<file path="config.mk">
export PLATFORM = sky130hd
export DESIGN_NAME = ibr_bus_regs
export DESIGN_NICKNAME = d
export VERILOG_FILES = /design/src/verilog/ibr_pkg.sv /design/src/verilog/ibr_bus_regs.sv
export VERILOG_INCLUDE_DIRS = /design/src /design/src/verilog
export SDC_FILE = /design/constraint.sdc
export NUM_CORES = 1
export LEC_CHECK = 0
export BUFFER_PORTS_ARGS = -buffer_cell sky130_fd_sc_hd__buf_2
export CORE_ASPECT_RATIO = 0.6
export CORE_MARGIN = 3
export CORE_UTILIZATION = 49
export DETAILED_ROUTE_END_ITERATION = 10
export HOLD_SLACK_MARGIN = 0.03
export PLACE_DENSITY = 0.8
export RECOVER_POWER = 100
export REMOVE_ABC_BUFFERS = 1
export SYNTH_ARGS = -nofsm -noshare
export SYNTH_HDL_FRONTEND = slang
export SYNTH_SLANG_ARGS = --single-unit
</file>
<file path="constraint.sdc">
create_clock -name clk_sys_i -period 2.8 [get_ports clk_sys_i]
set_input_delay 0.56 -clock clk_sys_i [delete_from_list [all_inputs] [get_ports clk_sys_i]]
set_output_delay 0.56 -clock clk_sys_i [all_outputs]
set_load 0.01 [all_outputs]
</file>
<file path="src/verilog/ibr_consts.svh">
// Offsets, field positions, reset words and timing counts of the bus register group.
// Included by the package and by the register bank; definitions only.
`ifndef IBR_CONSTS_SVH
`define IBR_CONSTS_SVH

// Register offsets within the register window
`define IBR_OFS_BUS_CTL 16'h0116
`define IBR_OFS_TEST_CTL 16'h0118
`define IBR_OFS_BID_ST 16'h0138
`define IBR_OFS_REFLECT 16'h013c

// Reset words; the low six bits are each register's fixed number
`define IBR_RST_BUS_CTL 16'h0017
`define IBR_RST_TEST_CTL 16'h0019
`define IBR_RST_BID_ST 16'h0018
`define IBR_RST_REFLECT 16'h001c
`define IBR_ID_MASK 16'h003f

// Writable bits of the two control registers
`define IBR_BUS_CTL_WMASK 16'hbf00
`define IBR_TEST_CTL_WMASK 16'h4e80

// Bus control field positions
`define IBR_B_FLUSH 6
`define IBR_B_EARLY_REL 8
`define IBR_B_INT_DECODE 9
`define IBR_B_MEM_PERMIT 10
`define IBR_B_BURST_LIM 11
`define IBR_B_WAIT_DIS 12
`define IBR_B_BUF_SIZE 13
`define IBR_B_IRQ_PERMIT 15

// Test control field positions
`define IBR_B_LT_OVR 7
`define IBR_B_CODEC_LOOP 9
`define IBR_B_AUI_LOOP 10
`define IBR_B_BACKOFF_BYP 11
`define IBR_B_FDX 14

// Bid status field positions
`define IBR_B_BID_ERR 7
`define IBR_B_SPACE_NOW 8

// Frame length limits in bytes
`define IBR_MAX_LEN_CRC 11'd1514
`define IBR_MAX_LEN_ANY 11'd1518

// Timing: clock period, burst and gap times in ns
`define IBR_CLK_NS 50
`define IBR_BURST_NS 28000
`define IBR_GAP_NS 1300
// Longest time rounds down, least time rounds up
`define IBR_BURST_CYC (`IBR_BURST_NS / `IBR_CLK_NS)
`define IBR_GAP_CYC ((`IBR_GAP_NS + `IBR_CLK_NS - 1) / `IBR_CLK_NS)

// Receive DMA buffer sizes in bytes, minus one, as wrap masks
`define IBR_BUF_MASK_16K 16'h3fff
`define IBR_BUF_MASK_64K 16'hffff

`endif

</file>
<file path="src/verilog/ibr_pkg.sv">
// Types shared by the bus register group and its bench.
// Assumes ibr_consts.svh holds every number.
`include "ibr_consts.svh"

package ibr_pkg;

   // One register-port access
   typedef struct packed {
      logic rd;
      logic wr;
      logic [1:0] be;
      logic [15:0] addr;
      logic [15:0] wdata;
   } ibr_reg_req_s;

   // Receive DMA request sequencer
   typedef enum logic [1:0] {
      IBR_DMA_IDLE = 2'b00,
      IBR_DMA_REQ = 2'b01,
      IBR_DMA_GAP = 2'b11,
      IBR_DMA_SGL = 2'b10
   } ibr_dma_state_e;

endpackage

</file>
<file path="src/verilog/ibr_bus_regs.sv">
// Bus interface and diagnostic control registers of a 10 Mb/s Ethernet controller.
// Assumes all inputs synchronous to clk_sys_i (20 MHz); the MAC, transmit
// command path and EEPROM loader sit outside and talk over plain ports.
`timescale 1ns/1ps
`include "ibr_consts.svh"

module ibr_bus_regs #(
   parameter int BURST_CYC = `IBR_BURST_CYC,
   parameter int GAP_CYC = `IBR_GAP_CYC
) (
   // Clock and reset
   input wire logic clk_sys_i,
   input wire logic resetn_i,
   // Register port
   input ibr_pkg::ibr_reg_req_s reg_req_i,
   output logic [15:0] reg_rdata_o,
   // EEPROM loader override
   input wire logic eeprom_load_i,
   input wire logic [15:0] eeprom_bus_ctl_i,
   input wire logic [15:0] eeprom_test_ctl_i,
   // Receive DMA
   input wire logic rx_dma_ready_i,
   input wire logic rx_frame_last_i,
   input wire logic dma_ack_in_i,
   input wire logic ior_n_i,
   output logic dma_request_out_o,
   output logic rx_flush_o,
   output logic [15:0] rx_dma_offset_o,
   // Memory decode and wait line
   input wire logic chip_select_in_n_i,
   input wire logic [7:0] sa_hi_i,
   input wire logic [7:0] mem_base_i,
   input wire logic mem_mode_i,
   input wire logic io_read_i,
   input wire logic mem_read_i,
   input wire logic wait_req_i,
   output logic memcs16_n_o,
   output logic memcs16_oe_n_o,
   output logic mem_access_ok_o,
   output logic iochrdy_o,
   output logic iochrdy_oe_n_o,
   // Interrupt
   input wire logic irq_event_i,
   output logic irq_o,
   // Transmit bid
   input wire logic tx_bid_i,
   input wire logic [10:0] tx_len_i,
   input wire logic crc_append_suppress_i,
   input wire logic tx_space_event_i,
   output logic tx_bid_accept_o,
   output logic tx_crc_append_o,
   // Line and diagnostics
   input wire logic link_good_i,
   output logic pkt_path_enable_o,
   output logic codec_loopback_o,
   output logic attachment_port_loopback_o,
   output logic backoff_bypass_o,
   output logic full_duplex_select_o,
   // Reflectometer events
   input wire logic aui_tx_start_i,
   input wire logic aui_collision_i,
   input wire logic aui_carrier_loss_i
);
   import ibr_pkg::*;

   logic [15:0] bus_ctl_q, bus_ctl_d;
   logic [15:0] test_ctl_q, test_ctl_d;
   logic tx_bid_error_q;
   logic tx_space_now_q;
   logic [9:0] reflect_delay_count_q;
   logic reflect_run_q;
   logic tick_10m_q;
   logic ior_n_q;
   ibr_dma_state_e dma_state_q, dma_state_d;
   logic [9:0] burst_cnt_q;
   logic [4:0] gap_cnt_q;
   logic [15:0] offset_q;

   // Address decode
   wire sel_bus_ctl = (reg_req_i.addr == `IBR_OFS_BUS_CTL);
   wire sel_test_ctl = (reg_req_i.addr == `IBR_OFS_TEST_CTL);
   wire sel_bid_st = (reg_req_i.addr == `IBR_OFS_BID_ST);
   wire sel_reflect = (reg_req_i.addr == `IBR_OFS_REFLECT);
   wire [15:0] be_mask = {{8{reg_req_i.be[1]}}, {8{reg_req_i.be[0]}}};

   wire [15:0] bus_wmask = be_mask & `IBR_BUS_CTL_WMASK;
   wire [15:0] test_wmask = be_mask & `IBR_TEST_CTL_WMASK;

   wire flush = reg_req_i.wr & sel_bus_ctl & reg_req_i.be[0] &
                reg_req_i.wdata[`IBR_B_FLUSH];

   // Control bits
   wire early_rel = bus_ctl_q[`IBR_B_EARLY_REL];
   wire int_decode = bus_ctl_q[`IBR_B_INT_DECODE];
   wire mem_permit = bus_ctl_q[`IBR_B_MEM_PERMIT];
   wire burst_lim = bus_ctl_q[`IBR_B_BURST_LIM];
   wire wait_dis = bus_ctl_q[`IBR_B_WAIT_DIS];
   wire buf_64k = bus_ctl_q[`IBR_B_BUF_SIZE];
   wire irq_permit = bus_ctl_q[`IBR_B_IRQ_PERMIT];

   wire [15:0] rd_bus_ctl = (bus_ctl_q & ~`IBR_ID_MASK) | `IBR_RST_BUS_CTL;
   wire [15:0] rd_test_ctl = (test_ctl_q & ~`IBR_ID_MASK) | `IBR_RST_TEST_CTL;
   wire [15:0] rd_bid_st = `IBR_RST_BID_ST |
                           (16'(tx_bid_error_q) << `IBR_B_BID_ERR) |
                           (16'(tx_space_now_q) << `IBR_B_SPACE_NOW);
   wire [15:0] rd_reflect = {reflect_delay_count_q, 6'h1c};

   // Read selection; unmapped reads return zero
   wire [15:0] rd_word = sel_bus_ctl ? rd_bus_ctl :
                         sel_test_ctl ? rd_test_ctl :
                         sel_bid_st ? rd_bid_st :
                         sel_reflect ? rd_reflect : 16'h0000;

   // Control register next values; EEPROM load beats a register write
   always_comb begin
      bus_ctl_d = bus_ctl_q;
      test_ctl_d = test_ctl_q;
      if (eeprom_load_i) begin
         bus_ctl_d = eeprom_bus_ctl_i & `IBR_BUS_CTL_WMASK;
         test_ctl_d = eeprom_test_ctl_i & `IBR_TEST_CTL_WMASK;
      end else if (reg_req_i.wr) begin
         if (sel_bus_ctl) begin
            bus_ctl_d = (bus_ctl_q & ~bus_wmask) | (reg_req_i.wdata & bus_wmask);
         end
         if (sel_test_ctl) begin
            test_ctl_d = (test_ctl_q & ~test_wmask) | (reg_req_i.wdata & test_wmask);
         end
      end
   end

   always_ff @(posedge clk_sys_i or negedge resetn_i) begin
      if (!resetn_i) begin
         bus_ctl_q <= `IBR_RST_BUS_CTL & `IBR_BUS_CTL_WMASK;
         test_ctl_q <= `IBR_RST_TEST_CTL & `IBR_TEST_CTL_WMASK;
         reg_rdata_o <= 16'h0000;
      end else begin
         bus_ctl_q <= bus_ctl_d;
         test_ctl_q <= test_ctl_d;
         reg_rdata_o <= reg_req_i.rd ? rd_word : 16'h0000;
      end
   end

   // Read-strobe edges for the DMA sequencer
   wire ior_fall = ior_n_q & ~ior_n_i;
   wire ior_rise = ~ior_n_q & ior_n_i;
   wire xfer = dma_ack_in_i & ior_fall;

   wire [15:0] wrap_mask = buf_64k ? `IBR_BUF_MASK_64K : `IBR_BUF_MASK_16K;
   wire [15:0] offset_inc = (offset_q + 16'h0002) & wrap_mask;
   wire burst_done = burst_lim & (burst_cnt_q >= 10'(BURST_CYC - 1));

   // DMA request sequencer
   always_comb begin
      dma_state_d = dma_state_q;
      case (dma_state_q)
         IBR_DMA_IDLE: begin
            if (rx_dma_ready_i) begin
               dma_state_d = IBR_DMA_REQ;
            end
         end
         IBR_DMA_REQ: begin
            if (burst_done) begin
               dma_state_d = IBR_DMA_GAP;
            end else if (early_rel & xfer) begin
               dma_state_d = IBR_DMA_SGL;
            end else if (!early_rel & dma_ack_in_i & ior_rise & rx_frame_last_i) begin
               dma_state_d = IBR_DMA_IDLE;
            end
         end
         IBR_DMA_GAP: begin
            if (gap_cnt_q >= 5'(GAP_CYC - 1)) begin
               dma_state_d = IBR_DMA_IDLE;
            end
         end
         IBR_DMA_SGL: begin
            // Wait for the strobe to end before asking again
            if (ior_rise) begin
               dma_state_d = IBR_DMA_IDLE;
            end
         end
         default: dma_state_d = IBR_DMA_IDLE;
      endcase
      if (flush) begin
         dma_state_d = IBR_DMA_IDLE;
      end
   end

   // Sequencer state, counters and offset pointer
   always_ff @(posedge clk_sys_i or negedge resetn_i) begin
      if (!resetn_i) begin
         dma_state_q <= IBR_DMA_IDLE;
         burst_cnt_q <= 10'h000;
         gap_cnt_q <= 5'h00;
         offset_q <= 16'h0000;
         ior_n_q <= 1'b1;
      end else begin
         dma_state_q <= dma_state_d;
         ior_n_q <= ior_n_i;
         burst_cnt_q <= (dma_state_q == IBR_DMA_REQ) ? burst_cnt_q + 10'h001 : 10'h000;
         gap_cnt_q <= (dma_state_q == IBR_DMA_GAP) ? gap_cnt_q + 5'h01 : 5'h00;
         if (flush) begin
            offset_q <= 16'h0000;
         end else if (xfer) begin
            offset_q <= offset_inc;
         end
      end
   end

   // DMA outputs; request registered from next state so it drops in the strobe-fall cycle
   always_ff @(posedge clk_sys_i or negedge resetn_i) begin
      if (!resetn_i) begin
         dma_request_out_o <= 1'b0;
         rx_flush_o <= 1'b0;
         rx_dma_offset_o <= 16'h0000;
      end else begin
         dma_request_out_o <= (dma_state_d == IBR_DMA_REQ);
         rx_flush_o <= flush;
         rx_dma_offset_o <= flush ? 16'h0000 : (xfer ? offset_inc : offset_q);
      end
   end

   wire addr_hit = int_decode ? (sa_hi_i == mem_base_i) : 1'b1;
   wire cs16_low = ~chip_select_in_n_i & addr_hit;
   wire cs16_drive = mem_mode_i & mem_permit;
   wire wait_low = ~wait_dis & wait_req_i & (io_read_i | mem_read_i);

   // Bus pin stage; enables are active low
   always_ff @(posedge clk_sys_i or negedge resetn_i) begin
      if (!resetn_i) begin
         memcs16_n_o <= 1'b1;
         memcs16_oe_n_o <= 1'b1;
         mem_access_ok_o <= 1'b0;
         iochrdy_o <= 1'b0;
         iochrdy_oe_n_o <= 1'b1;
         irq_o <= 1'b0;
      end else begin
         memcs16_n_o <= ~(cs16_drive & cs16_low);
         memcs16_oe_n_o <= ~cs16_drive;
         mem_access_ok_o <= mem_permit;
         iochrdy_o <= 1'b0;
         iochrdy_oe_n_o <= ~wait_low;
         irq_o <= irq_event_i & irq_permit;
      end
   end

   wire len_bad = (tx_len_i > `IBR_MAX_LEN_ANY) |
                  (!crc_append_suppress_i & (tx_len_i > `IBR_MAX_LEN_CRC));

   // Transmit bid; error sticks until a later bid is accepted
   always_ff @(posedge clk_sys_i or negedge resetn_i) begin
      if (!resetn_i) begin
         tx_bid_error_q <= 1'b0;
         tx_space_now_q <= 1'b0;
         tx_bid_accept_o <= 1'b0;
         tx_crc_append_o <= 1'b0;
      end else begin
         if (tx_bid_i) begin
            tx_bid_error_q <= len_bad;
         end
         tx_space_now_q <= tx_space_event_i;
         tx_bid_accept_o <= tx_bid_i & ~len_bad;
         if (tx_bid_i & ~len_bad) begin
            tx_crc_append_o <= ~crc_append_suppress_i;
         end
      end
   end

   // Diagnostic mode outputs
   always_ff @(posedge clk_sys_i or negedge resetn_i) begin
      if (!resetn_i) begin
         pkt_path_enable_o <= 1'b0;
         codec_loopback_o <= 1'b0;
         attachment_port_loopback_o <= 1'b0;
         backoff_bypass_o <= 1'b0;
         full_duplex_select_o <= 1'b0;
      end else begin
         pkt_path_enable_o <= link_good_i | test_ctl_q[`IBR_B_LT_OVR];
         codec_loopback_o <= test_ctl_q[`IBR_B_CODEC_LOOP];
         attachment_port_loopback_o <= test_ctl_q[`IBR_B_AUI_LOOP];
         backoff_bypass_o <= test_ctl_q[`IBR_B_BACKOFF_BYP];
         full_duplex_select_o <= test_ctl_q[`IBR_B_FDX];
      end
   end

   // reflectometer run window and 10 MHz tick
   wire reflect_stop = aui_collision_i | aui_carrier_loss_i;
   wire reflect_rd = reg_req_i.rd & sel_reflect;
   wire reflect_inc = reflect_run_q & tick_10m_q & (reflect_delay_count_q != 10'h3ff);

   // Counter saturates; a read clears it, but a tick in the same cycle still counts
   always_ff @(posedge clk_sys_i or negedge resetn_i) begin
      if (!resetn_i) begin
         reflect_run_q <= 1'b0;
         tick_10m_q <= 1'b0;
         reflect_delay_count_q <= 10'h000;
      end else begin
         tick_10m_q <= reflect_run_q ? ~tick_10m_q : 1'b0;
         if (reflect_stop) begin
            reflect_run_q <= 1'b0;
         end else if (aui_tx_start_i) begin
            reflect_run_q <= 1'b1;
         end
         if (reflect_rd) begin
            reflect_delay_count_q <= reflect_inc ? 10'h001 : 10'h000;
         end else if (reflect_inc) begin
            reflect_delay_count_q <= reflect_delay_count_q + 10'h001;
         end
      end
   end

endmodule

</file>
== After elaboration in Yosys (flattened, before gate mapping) ==
Cells that the tools add are included.

* Flip-flop bits (word level): 110
* Output and inout port bits: 47

* Add/subtract/negate cells: 4
* Magnitude comparators: 4
* Equality and inequality tests: 10
* Muxes and demuxes: 31
* Bitwise logic cells: 46
* Reduce and logical (&&, ||, !) cells: 11

{| class="wikitable"
|+ Operators by type and width
! operator !! number
|-
| 2-to-1 mux 16 bit || 14
|-
| AND 16 bit || 4
|-
| == test 16 x 9 -> 1 bit, second input constant || 4
|-
| OR 16 bit || 2
|-
| 2-to-1 mux 10 bit || 3
|-
| AND 1 bit || 22
|-
| greater-than comparator 11 bit, second input constant || 2
|-
| adder 10 x 1 -> 10 bit, second input constant || 2
|-
| adder 16 x 2 -> 16 bit, second input constant || 1
|-
| AND 16 x 15 -> 16 bit || 1
|-
| inverter 15 -> 16 bit || 1
|-
| inverter 16 bit || 1
|-
| 2-to-1 mux 2 bit || 7
|-
| nonzero test 2 bit || 6
|-
| >= comparator 10 bit, second input constant || 1
|-
| inequality test 10 bit, second input constant || 1
|-
| inverter 1 bit || 10
|-
| OR 8 x 9 -> 9 bit || 1
|-
| == test 8 bit || 1
|-
| case mux 2 bit (4 select lines) || 1
|-
| adder 5 x 1 -> 5 bit, second input constant || 1
|-
| >= comparator 5 bit, second input constant || 1
|-
| 2-to-1 mux 1 bit || 5
|-
| 2-to-1 mux 5 bit || 1
|-
| 6 further kinds || 13
|}

== Longest topological paths before layout ==
* Depth after elaboration: 10
* Gate-level depth with buffers: 8
* Gate-level depth less buffers: 6

== Worst setup path after synthesis ==
No wires, ideal clock.

* Kind: input to register
* Start point: in reg_req_i[30] (netlist name)
* End point: reg test_ctl_q[7]
* Setup time: 0.125 ns
* Arrival: 2.470 ns
* Required time: 2.675 ns
* Slack: 0.206 ns
* Stages: 6
* Path buffers: 1
* Cells stage by stage: or4_1 or4_1 buf_6 nor4_1 mux2_2 mux2_2

* Word-level cells in the longest chain between the ends: 3

{| class="wikitable"
|+ RTL lines
! item !! RTL line !! text
|-
| start: declaration || ibr_bus_regs.sv:15 || <nowiki>input ibr_pkg::ibr_reg_req_s reg_req_i,</nowiki>
|-
| == test 16 x 9 -> 1 bit (no line) || - ||
|-
| nonzero test 2 bit (no line) || - ||
|-
| AND reduction 2 bit (no line) || - ||
|-
| end signal: assignment || ibr_bus_regs.sv:134 || <nowiki>test_ctl_q <= `IBR_RST_TEST_CTL & `IBR_TEST_CTL_WMASK;</nowiki>
|-
| end signal: assignment || ibr_bus_regs.sv:138 || <nowiki>test_ctl_q <= test_ctl_d;</nowiki>
|-
| end: declaration || ibr_bus_regs.sv:67 || <nowiki>logic [15:0] test_ctl_q, test_ctl_d;</nowiki>
|}

No other way between the ends.
A chain may end at the register's enable or synchronous reset.

== Worst setup path after layout ==
* Start point: in reg_req_i[30] (netlist name)
* End point: reg bus_ctl_q[13]

* Word-level cells in the longest chain between the ends: 3

{| class="wikitable"
|+ RTL lines
! item !! RTL line !! text
|-
| == test 16 x 9 -> 1 bit (no line) || - ||
|-
| nonzero test 2 bit (no line) || - ||
|-
| AND reduction 2 bit (no line) || - ||
|-
| end signal: assignment || ibr_bus_regs.sv:133 || <nowiki>bus_ctl_q <= `IBR_RST_BUS_CTL & `IBR_BUS_CTL_WMASK;</nowiki>
|-
| end signal: assignment || ibr_bus_regs.sv:137 || <nowiki>bus_ctl_q <= bus_ctl_d;</nowiki>
|-
| end: declaration || ibr_bus_regs.sv:66 || <nowiki>logic [15:0] bus_ctl_q, bus_ctl_d;</nowiki>
|}

No other way between the ends.

==> run summary <==
Starting Density: 0.5138
Asr flop ratio synth: 1.000
Ant diodes: 0
Commonest non-fill, non-tap cells in the layout: buf_2, dfrtp_1, clkbuf_1
Routability congestion estimate: 0.8522
CTS clock-pin slew for the worst setup and hold paths: 60 ps
CP Launch Type: input port
Setup TNS: 0 ps
Initial antenna violation count: 0
Pins over their slew limit: 0
Number of synthesized register bits: 88
Slew headroom: 0.2006
Mapped cell area: 0.004130 mm2
Layout area overhead: 24.84%
Max-cap violations: 0
DRT Wirelength: 10210 um
Ports: 162
Area of the core: 0.008039 mm2
RSZ-0062 raised after global routing: no
Kind of critical path: input port to flip-flop
Vias in the first global route: 3486
Pleak: 2.311 nW
Worst-path maximum fanout: 5
Hold path endpoint: tx_space_now_q
H-tree depth: 3
Post-synth EDFFs: 0
Critical Path RT: 3000 ps
Gate Count Post-Synth: 393
1st-pass router iterations: 4
NumNets Final: 659
Syn_area_per_cell: 10.51 um2
Die ar.: 0.009603 mm2
Total global routing overflow: 0
Placed Area: 0.004991 mm2
Routed len/inst: 15.66 um
Reg2reg end: dma_request_out_o
Clock sinks: 88
Die span in y: 77.12 um
Post-synth cell types: 57
HPWL Detailed: 7847 um
FF-to-FF Start: burst_cnt_q[0]
Post-CTS sizing: 0
Worst hold-check path type: input port to flip-flop
Total power per unit cell area: 645.0 mW/mm2
FP Rows: 25
Largest net degree at the start of global routing: 51
Hold_sp: tx_space_event_i
Peak VDD IR: 348.9 uV
Worst reg-to-reg setup slack: 620 ps
Status: complete, no violations
Post-route ant nets: 0
Endpoints failing setup: 0
CTS buffer count: 9
Cts hold-fix bufs: 0
Reg2reg path depth: 6
Dominant synthesized flop cell: dfrtp_1
Worst Tran Pin Value: 1199 ps
Share of layout cells above drive strength 1: 0.2298
Commonest non-fill, non-tap cell in the layout: buf_2
F_max: 383.8 MHz
Hold Path Depth: 1
Final Core Density: 0.6414
First-pass GRT wire length: 16980 um
IO Port Bufs: 132
Critical Path Sink Type: flip-flop
Minimum clock period: 2605 ps
Clk Latency, worst-skew pair: 340 ps
Number of DRC markers in iteration 0: 172
Post-CTS setup buffer count: 0
Crit share post-route: 0.9305
DRC viols: 0
DR vias/cell: 5.380
DR vias: 3508
Max Root-Sink Buffers: 2
WP data arrival: 2810 ps
CTS tree: built
Seq/Total Area, Yosys: 0.5344
Overall Power: 3.326 mW
Die W: 124.5 um
Synth warn: 0
Hold Vio Cnt, Final: 0
Final Cell Area: 0.005156 mm2
Clk_skew: 3.941 ps
Clock Tree Root: clkbuf_16
GR Util All Layers: 0.2199
==> where the power goes <==
group | leakage (nW) | internal, mW | total, mW | switching [mW]
Combinational | 1.07 | 0.228 | 0.537 | 0.309
Clock | 0.145 | 0.741 | 1.21 | 0.473
Sequential | 1.10 | 1.41 | 1.57 | 0.162
==> cell usage after synthesis, drive strengths merged (4+ instances only) <==
cell    instances  area share
o21ai          21       0.025
clkbuf          5      0.0045
or3             6      0.0094
and2            4      0.0061
or4             4      0.0073
and3            5      0.0076
nor2           40       0.036
and4            4      0.0085
inv            10      0.0091
buf             7       0.012
mux2i          15       0.036
xor2           18       0.038
nand2          39       0.035
nor4            6       0.018
ha              5       0.015
dfstp           4       0.025
xnor2          15       0.032
or2             4      0.0061
nor3           10       0.015
dfrtp          84        0.51
nand4          16       0.024
a21oi          10       0.012
nand3          14       0.017
==> how the worst max path moves through the flow <==
stage / startpoint / endpoint / slack, ps
after floorplan: reg_req_i[30] / test_ctl_q[7] / 160
after global placement: reg_req_i[30] / test_ctl_q[7] / -60
after detailed placement: reg_req_i[30] / test_ctl_q[7] / -80
after CTS: reg_req_i[30] / test_ctl_q[7] / 280
after global routing: reg_req_i[30] / bus_ctl_q[13] / 110
final: reg_req_i[30] / bus_ctl_q[13] / 190
==> state kept, by name (all words and copies together) (netlist names), 2 cells and up <==
register	count
burst_cnt_q	10
bus_ctl_q	7
dma_state_q	2
gap_cnt_q	5
reflect_delay_count_q	10
reg_rdata_o	15
rx_dma_offset_o	15
test_ctl_q	5
==> logic make-up after synthesis <==
logic type / Yosys count / synth area share
AOI/OAI and AO/OA: 56 / 0.08634
xor gates and xnor gates: 33 / 0.06998
adders and majority gates: 5 / 0.01515
buffers and inverters: 22 / 0.02545
DFF: 88 / 0.5344
muxes: 17 / 0.04180
other: 1 / 0.0009079
and+or+nand+nor: 171 / 0.2260
==> worst max-delay path, stage by stage <==
cell	delay (ps)
buf_2	90
or4_1	550
or4_1	460
buf_4	180
nor4_1	340
clkbuf_1	300
mux2i_1	230
o21ai_0	90
==> stage by stage <==
step / setup WS [ps] / hold WS (ps) / std cells
after floorplan: 160.1 / 264.4 / 383
after global placement: -60.72 / 393.2 / 636
after detailed placement: -81.02 / 398.6 / 636
after CTS: 280.4 / 265.1 / 652
after global routing: 113.8 / 311.1 / 652
final: 194.6 / 334.6 / 652
==> area by class of cell <==
type,count,area (um2)
fillers,698,2883
flip-flops and latches,88,2207
repair buffers,145,681.9
multi-input cells,285,1784
inverters,10,37.54
clock buffers,12,256.5
well taps,108,135.1
clock inverters,4,53.80
==> metal layers <==
| layer | global-route usage | share of wire | up-vias |
|---|---|---|---|
| li1 | - | - | 1689 |
| met1 | 0.2931 | 0.46 | 1692 |
| met2 | 0.3416 | 0.46 | 118 |
| met3 | 0.08142 | 0.076 | 9 |
| met4 | 0.05689 | 0.0072 | 0 |
| met5 | 0 | 0 | - |
(Power assumes the default switching activity.)
